===== src/verilog/hpb_consts.vh =====
`ifndef HPB_CONSTS_VH
`define HPB_CONSTS_VH

// ==========================================
// Register indices (byte address = 4 * index)
`define HPB_IDX_LATENCY 8'h0d
`define HPB_IDX_HEADER 8'h0e
`define HPB_IDX_SELFTEST 8'h0f
`define HPB_IDX_TOP_MEM 8'h40
`define HPB_IDX_DECODE 8'h48

// ==========================================
// Reset and fixed values
`define HPB_LATENCY_RST 8'h20
`define HPB_HEADER_VAL 8'h00
`define HPB_SELFTEST_VAL 8'h00
`define HPB_TOP_MEM_RST 32'h0000_0000
`define HPB_DECODE_RST 8'h06

// ==========================================
// Field positions
`define HPB_TOM_EN_BIT 31
`define HPB_TOM_ADDR_HI 15
`define HPB_DEC_MASK_BIT 2
`define HPB_DEC_ALIAS_BIT 1

// ==========================================
// Address fields
`define HPB_HADDR_TOM_HI 35
`define HPB_HADDR_TOM_LO 20
`define HPB_IO_LIMIT_HI 31
`define HPB_IO_LIMIT_LO 16

`endif


===== src/verilog/hpb_decode_cfg.v =====
// The Avalon-MM register port was decided locally.
`timescale 1ns/10ps
`include "hpb_consts.vh"

module hpb_decode_cfg (
    // Clock and reset
    input wire mclk,
    input wire rst,
    // Avalon-MM slave, word addressed by register index
    input wire [7:0] avs_address,
    input wire avs_read,
    input wire avs_write,
    input wire [31:0] avs_writedata,
    input wire [3:0] avs_byteenable,
    output reg [31:0] avs_readdata,
    output reg avs_waitrequest,
    // PCI master burst control
    input wire pci_clk_en,
    input wire burst_active,
    input wire bridge_grant_in_n,
    output reg burst_stop,
    // Host memory decode
    input wire host_mem_valid,
    input wire [35:0] host_mem_addr,
    input wire host_gap_hit,
    output reg host_mem_claim,
    // PCI memory towards host
    input wire pci_mem_valid,
    input wire [35:0] pci_mem_addr,
    input wire pci_gap_hit,
    output reg pci_mem_to_host,
    // PCI I/O towards host
    input wire pci_io_valid,
    input wire [31:0] pci_io_addr,
    output reg pci_io_to_host,
    // Host I/O towards PCI
    input wire host_io_valid,
    input wire [31:0] host_io_addr,
    output reg [31:0] pci_io_ad,
    output reg [15:4] io_cmp_addr,
    output reg io_cmp_valid,
    output reg io_alias_hit
);

// ==========================================
// Helpers

// Address at or above programmed top, in 1 Mbyte units
function above_top;
    input [15:0] addr_mb;
    input [15:0] top_mb;
    begin
        above_top = (addr_mb >= top_mb);
    end
endfunction

// Byte-lane merge of a write into a register word
// Lanes without their enable keep the old bits, so a narrow write
// cannot disturb its neighbours.
function [31:0] lane_merge;
    input [31:0] old_val;
    input [31:0] new_val;
    input [3:0] be;
    integer i;
    begin
        lane_merge = old_val;
        for (i = 0; i < 4; i = i + 1) begin
            if (be[i]) begin
                lane_merge[i*8 +: 8] = new_val[i*8 +: 8];
            end
        end
    end
endfunction

// ISA expansion alias: any nonzero A[9:8] with aliasing switched on
function is_alias;
    input [15:0] addr;
    input en;
    begin
        is_alias = en & (addr[9:8] != 2'b00);
    end
endfunction

// ==========================================
// Registers
// Latency limit in PCI clocks
reg [7:0] latency_r;
// Top of memory: enable at 31, limit at 15:0, the rest held at zero
reg [31:0] top_mem_r;
// Decode mode: only bits 2:1 are live
reg [7:0] decode_r;
// Running latency count of the current burst
reg [7:0] lat_cnt_r;

// Field taps
wire tom_en = top_mem_r[`HPB_TOM_EN_BIT];
wire [15:0] tom_mb = top_mem_r[`HPB_TOM_ADDR_HI:0];
wire io_mask_en = decode_r[`HPB_DEC_MASK_BIT];
wire alias_en = decode_r[`HPB_DEC_ALIAS_BIT];

// ==========================================
// Read-back views
// Reserved bits are wired to zero rather than stored, so no write can
// make them read back anything else.
// Header and self-test are constants; writes to them go nowhere.
wire [31:0] latency_view = {24'h00_0000, latency_r};
wire [31:0] header_view = {24'h00_0000, `HPB_HEADER_VAL};
wire [31:0] selftest_view = {24'h00_0000, `HPB_SELFTEST_VAL};
wire [31:0] top_mem_view = {top_mem_r[31], 15'h0000, top_mem_r[15:0]};
wire [31:0] decode_view = {24'h00_0000, 5'h00, decode_r[2:1], 1'b0};

// ==========================================
// Bus slave
// Accept on an edge where a request meets waitrequest high, then drop
// waitrequest for one cycle. Read data loads at the accepting edge; a
// write commits at the next edge, where the master sees waitrequest low
// and still holds address and data.
wire bus_req = (avs_read | avs_write) & avs_waitrequest;

reg [31:0] rd_word;
reg [31:0] wr_merge;

always @* begin
    wr_merge = lane_merge(32'h0000_0000, avs_writedata, avs_byteenable);
    case (avs_address)
        `HPB_IDX_LATENCY: begin
            rd_word = latency_view;
        end

        `HPB_IDX_HEADER: begin
            rd_word = header_view;
        end

        `HPB_IDX_SELFTEST: begin
            rd_word = selftest_view;
        end

        `HPB_IDX_TOP_MEM: begin
            rd_word = top_mem_view;
        end

        `HPB_IDX_DECODE: begin
            rd_word = decode_view;
        end
        default: begin
            rd_word = 32'h0000_0000;
        end
    endcase
end

// ==========================================
// Register next values
// A write commits only on the edge where the master still holds the
// request and sees waitrequest low, one cycle after it was accepted.
wire wr_commit = avs_write & ~avs_waitrequest;

reg [7:0] latency_nxt;
reg [31:0] top_mem_nxt;
reg [7:0] decode_nxt;

always @* begin
    latency_nxt = latency_r;
    top_mem_nxt = top_mem_r;
    decode_nxt = decode_r;

    if (wr_commit) begin
        case (avs_address)
            `HPB_IDX_LATENCY: begin
                // Narrow registers take byte lane 0 only
                if (avs_byteenable[0]) begin
                    latency_nxt = wr_merge[7:0];
                end
            end

            `HPB_IDX_TOP_MEM: begin
                top_mem_nxt = lane_merge(top_mem_r, avs_writedata, avs_byteenable);
                // Reserved bits held at zero even if software misbehaves
                top_mem_nxt[30:16] = 15'h0000;
            end

            `HPB_IDX_DECODE: begin
                if (avs_byteenable[0]) begin
                    decode_nxt = {5'h00, wr_merge[2:1], 1'b0};
                end
            end

            // Header, self-test and unmapped words drop writes
            default: begin
                decode_nxt = decode_r;
            end
        endcase
    end
end

// Handshake next values: accept when idle, answer one cycle later
// Waitrequest idles high, so no request can slip through unanswered
reg wait_nxt;
reg [31:0] readdata_nxt;

always @* begin
    wait_nxt = 1'b1;
    readdata_nxt = avs_readdata;
    if (bus_req) begin
        wait_nxt = 1'b0;
        // Read data stands until the next accepted request
        readdata_nxt = avs_read ? rd_word : 32'h0000_0000;
    end
end

always @(posedge mclk) begin
    if (rst) begin
        avs_waitrequest <= 1'b1;
        avs_readdata <= 32'h0000_0000;
        latency_r <= `HPB_LATENCY_RST;
        top_mem_r <= `HPB_TOP_MEM_RST;
        decode_r <= `HPB_DECODE_RST;
    end else begin
        avs_waitrequest <= wait_nxt;
        avs_readdata <= readdata_nxt;
        latency_r <= latency_nxt;
        top_mem_r <= top_mem_nxt;
        decode_r <= decode_nxt;
    end
end

// ==========================================
// Master latency timer
// Counts PCI clocks from burst start; a zero setting stops at once
// when grant is gone. The stop is one mclk late because it is
// registered, which stays well inside one PCI clock.
reg [7:0] lat_cnt_nxt;
reg burst_stop_nxt;

always @* begin
    lat_cnt_nxt = lat_cnt_r;
    if (!burst_active) begin
        // Idle between bursts: reload the programmed limit
        lat_cnt_nxt = latency_r;
    end else if (pci_clk_en && lat_cnt_r != 8'h00) begin
        lat_cnt_nxt = lat_cnt_r - 8'h01;
    end
end

always @* begin
    burst_stop_nxt = 1'b0;
    if (burst_active && bridge_grant_in_n) begin
        // Grant lost: end the burst once the limit has run out
        burst_stop_nxt = (lat_cnt_r == 8'h00);
    end
end

always @(posedge mclk) begin
    if (rst) begin
        lat_cnt_r <= `HPB_LATENCY_RST;
        burst_stop <= 1'b0;
    end else begin
        lat_cnt_r <= lat_cnt_nxt;
        burst_stop <= burst_stop_nxt;
    end
end

// ==========================================
// Memory decode
// Top of memory is kept in 1 Mbyte units, so only A[35:20] take part.
wire [15:0] host_mb = host_mem_addr[`HPB_HADDR_TOM_HI:`HPB_HADDR_TOM_LO];
wire [15:0] pci_mb = pci_mem_addr[`HPB_HADDR_TOM_HI:`HPB_HADDR_TOM_LO];
wire host_hit = above_top(host_mb, tom_mb);
wire pci_hit = above_top(pci_mb, tom_mb);

// A 36-bit address cannot reach 64 Gbytes, so no upper bound is needed
wire host_fwd = tom_en & host_hit & ~host_gap_hit;
// Gap windows are not forwarded to PCI, so they are not blocked
// towards the host either
wire pci_fwd = tom_en & pci_hit & ~pci_gap_hit;

// Claim is registered: the host side sees it one cycle after the address
always @(posedge mclk) begin
    if (rst) begin
        host_mem_claim <= 1'b0;
        pci_mem_to_host <= 1'b0;
    end else begin
        host_mem_claim <= host_mem_valid & host_fwd;
        // Forwarded range is never passed back onto the host bus
        pci_mem_to_host <= pci_mem_valid & ~pci_fwd;
    end
end

// ==========================================
// I/O decode
// Only the low 64 Kbytes of a host I/O address are decoded; A16 may
// still be set by a real-mode processor and is dropped here.
wire [15:0] host_io_low = host_io_addr[15:0];
wire host_io_alias = is_alias(host_io_low, alias_en);
reg [15:0] io_dec;

always @* begin
    io_dec = host_io_low;
    // Nonzero A[9:8] is an ISA expansion alias of 100-3FFh
    if (host_io_alias) begin
        io_dec[15:10] = 6'h00;
    end
end

// PCI I/O above 64 Kbytes never reaches the host bus
wire pci_io_low = (pci_io_addr[`HPB_IO_LIMIT_HI:`HPB_IO_LIMIT_LO] == 16'h0000);

// Mask enable clears AD[31:16]; with it off the full host address goes out
wire [31:0] pci_ad_nxt = io_mask_en ? {16'h0000, host_io_low} : host_io_addr;

always @(posedge mclk) begin
    if (rst) begin
        pci_io_to_host <= 1'b0;
        pci_io_ad <= 32'h0000_0000;
        io_cmp_addr <= 12'h000;
        io_cmp_valid <= 1'b0;
        io_alias_hit <= 1'b0;
    end else begin
        pci_io_to_host <= pci_io_valid & pci_io_low;
        pci_io_ad <= pci_ad_nxt;
        // Compare address is presented with its valid in the same cycle
        io_cmp_addr <= io_dec[15:4];
        io_cmp_valid <= host_io_valid;
        io_alias_hit <= host_io_valid & host_io_alias;
    end
end

endmodule // hpb_decode_cfg


===== config.mk =====
export PLATFORM = sky130hd
export DESIGN_NAME = hpb_decode_cfg
export DESIGN_NICKNAME = d
export VERILOG_FILES = /design/src/verilog/hpb_decode_cfg.v
export VERILOG_INCLUDE_DIRS = /design/src /design/src/verilog
export SDC_FILE = /design/constraint.sdc
export NUM_CORES = 1
export LEC_CHECK = 0
export ABC_AREA = 0
export BUFFER_PORTS_ARGS = -buffer_cell sky130_fd_sc_hd__buf_2
export CAP_MARGIN = 10
export CORE_AREA = 2 2 108 110
export CTS_CLUSTER_DIAMETER = 200
export DETAILED_ROUTE_END_ITERATION = 6
export DIE_AREA = 0 0 110 112
export PLACE_DENSITY = 0.86
export SLEW_MARGIN = 20
export SYNTH_ARGS = -nofsm -noshare
export SYNTH_HDL_FRONTEND = slang
export SYNTH_SLANG_ARGS = --single-unit

===== constraint.sdc =====
create_clock -name mclk -period 2 [get_ports mclk]
set_input_delay 0.2 -clock mclk [delete_from_list [all_inputs] [get_ports mclk]]
set_output_delay 0.2 -clock mclk [all_outputs]
set_load 0.02 [all_outputs]

==> results.yml <==
detailed_routing:
  routed_via_density: 4.79
  first_pass_iters: 4
  drtAntennaViolNets: 0
  vias: 3873
  drc: 0
  wl_mm: 10.8
  drt_iter0_drc: 234
  wl_per_cell_um: 13.4
setup_path:
  critPathKind: "flop to flop"
  crit_fanout: 3
  cp-end-kind: "flop"
  path_cells: "inv_1, ha_1, nor2b_1, o211a_1, o311a_1, nor4_1, nor3_1"
  crit_family: "compound AO/OA/AOI/OAI gates"
  required_ns: 2.22
  worst_ep_arrival_time_ns: 2.06
  start_kind: "flop"
  max_stage_delay_ns: 0.35
  cpMaxStageDelayCell: "dfxtp_1"
  cp.buffers_inverters: 1
logic_synthesis:
  synthTopCellsByCount: "97 x dfxtp_1, 42 x nand2_1, 40 x a21oi_1, 34 x ha_1, 32 x nor2_1"
  ys.warnings.count: 0
  synth_area_leaders: "dfxtp_1 44%, ha_1 9.7%, a21oi_1 4.6%"
  syn_area_per_cell_um2: 9.14
  ys_seq_area_share_pct: 44.3
  synth_seq_cells: 97
  ys_types: 50
  synth_edf_count: 0
  syn_area_mm2: 0.00439
  synth_area_leader_cell: "dfxtp_1"
  async_flop_share_pct: 0
  synth_most_common_cell: "dfxtp_1"
  synth_flop_cell: "dfxtp_1"
  synthCells: 480
  netlist.area_leader.share_pct: 44.3
status:
  status: "finished, final reports clean"
floorplanning:
  start_util_pct: 39.3
  core-area_mm2: 0.0112
  fp.dieH_um: 112
  fp-row-count: 39
  io_pins: 276
  die_area_mm2: 0.0123
  die_x_um: 110
grt:
  grt_pass1_vias: 3719
  grt_util_met2_pct: 31.0
  use_met1_pct: 20.8
  use_met3_pct: 4.57
  antenna_found_initial: 0
  gr-total-overflow: 0
  grt_max_degree: 30
  grt_usage_pct: 17.6
  grt.busiest_layer: "met2"
  grt_pass1_wl_mm: 17.0
placement:
  dp_cells: 794
  portBuffers: 188
  hpwl_mm: 8.76
  place_congestion: 0.781
cells_and_area:
  fillers: 1046
  finalNetCount: 889
  area_delta_synth_final_pct: 29.9
  finalNonFillerCells: 809
  drive_gt1_share_pct: 33.5
  antenna_cells: 0
  multiInputGateArea_mm2: 0.00215
  seq_area_mm2: 0.00194
sta:
  max_freq_mhz: 543
  worstMarginPinSlew_ns: 0.771
  fin_skew_ns: 0.00395
  setup_viol: 0
  tns_ns: 0
  hold_viol: 0
  hold_slack_ns: 0.0278
  timing.final.crit_share_pct: 92.1
  drv_slew: 0
  period_needed_ns: 1.84
  rsz0062_at_grt: "false"
  relSlewSlack_pct: 48.4
clock_tree:
  cts-hold-fix-buffers: 0
  path_clk_slew_ns: 0.06
  clock-sinks: 97
  cts_buffers: 9
  clk_latency_ns: 0.33
  cts_tree: "done"
  cts_root_buffer: "clkbuf_16"
  cts_setup_buffers: 0
  htreeDepth: 3
  clockBufferDepth: 2
  cts.repair.resized: 0
pwr:
  p_per_area_mw_per_mm2: 749
  p_leak_nw: 2.64
  peakVddDrop_mv: 0.484
min_path:
  hold_class: "input port to flop"
job:
  cap_violations: 0
==> layer usage <==
layer  part of all wire (%)  vias up  wire, um
li1                       -     1988         -
met1                     42     1737      4530
met2                     50      131      5410
met3                    6.7       17       723
met4                    1.4        0       149
met5                      0        -         0
==> final cells by class <==
type                    instances  share of cell area, %
repair buffers                199                   18.0
well taps                     143                   3.14
multi-input cells             332                   37.7
flip-flops and latches         97                   34.1
inverters                      23                   1.52
clock inverters                 4                   1.34
clock buffers                  11                   4.26
==> worst paths after layout <==
check / startpoint / to / slack (ns) / cells after the start
worst max register to register: top_mem_r[1]$_SDFFE_PP0P_ / host_mem_claim$_SDFF_PP0_ / 0.16 / 7
worst min register to register: top_mem_r[3]$_SDFFE_PP0P_ / top_mem_r[3]$_SDFFE_PP0P_ / 0.48 / 2
worst max-delay path: top_mem_r[1]$_SDFFE_PP0P_ / host_mem_claim$_SDFF_PP0_ / 0.16 / 7
worst min-delay path: pci_io_addr[28] / pci_io_to_host$_SDFF_PP0_ / 0.03 / 2
==> cell usage in the layout (no fill, tap or decap), types with 6 or more instances in the layout <==
cell type  count
a211oi_1       8
a21oi_1       40
a22o_1        12
a22oi_1       15
and2_1        19
buf_2        188
buf_4         11
clkbuf_16      9
conb_1        15
dfxtp_1       97
ha_1          34
inv_1         23
nand2_1       42
nand3_1       24
nand4_1        7
nor2_1        32
nor2b_1       29
o21ai_0        6
==> worst register-to-register path: stages (launching register included) <==
cell	delay, ns
dfxtp_1	0.35
inv_1	0.09
ha_1	0.29
nor2b_1	0.13
o211a_1	0.20
o311a_1	0.35
nor4_1	0.23
nor3_1	0.08
==> kinds of logic (layout without fill, tap and decap cells) <==
kind of cell	count (synthesis)	count (layout)	share of synthesized area [%]
and+or+nand+nor	181	181	22.4
DFF	97	97	44.3
AOI/OAI and AO/OA	96	96	14.3
buffers and inverters	65	237	7.99
adders and majority gates	34	34	9.70
xor gates and xnor gates	3	3	0.599
muxes	3	3	0.685
other	1	15	0.0855
==> state kept, by name, summed over array words and instances, names as in the netlist, 2 cells and up <==
name,count
io_cmp_addr,6
lat_cnt_r,8
avs_readdata,17
top_mem_r,17
pci_io_ad,32
decode_r,2
latency_r,8
==> per-stage QoR <==
stage               setup WS [ns]  power [mW]  cell area, um^2  utilization (%)
CTS                         0.158        4.32             5700             51.0
finish                      0.159        4.26             5700             51.0
floorplan                   0.327        2.31             4440                -
global route               0.0221        4.45             5700             51.0
global placement            0.186        2.47             5380             48.1
detailed placement          0.170        2.48             5380             48.1
==> power by group <==
| group | switching, mW | internal (mW) |
|---|---|---|
| clock | 0.701 | 1.13 |
| combinational | 0.246 | 0.202 |
| sequential | 0.0203 | 1.97 |
Power figures use the tool's default switching activity.
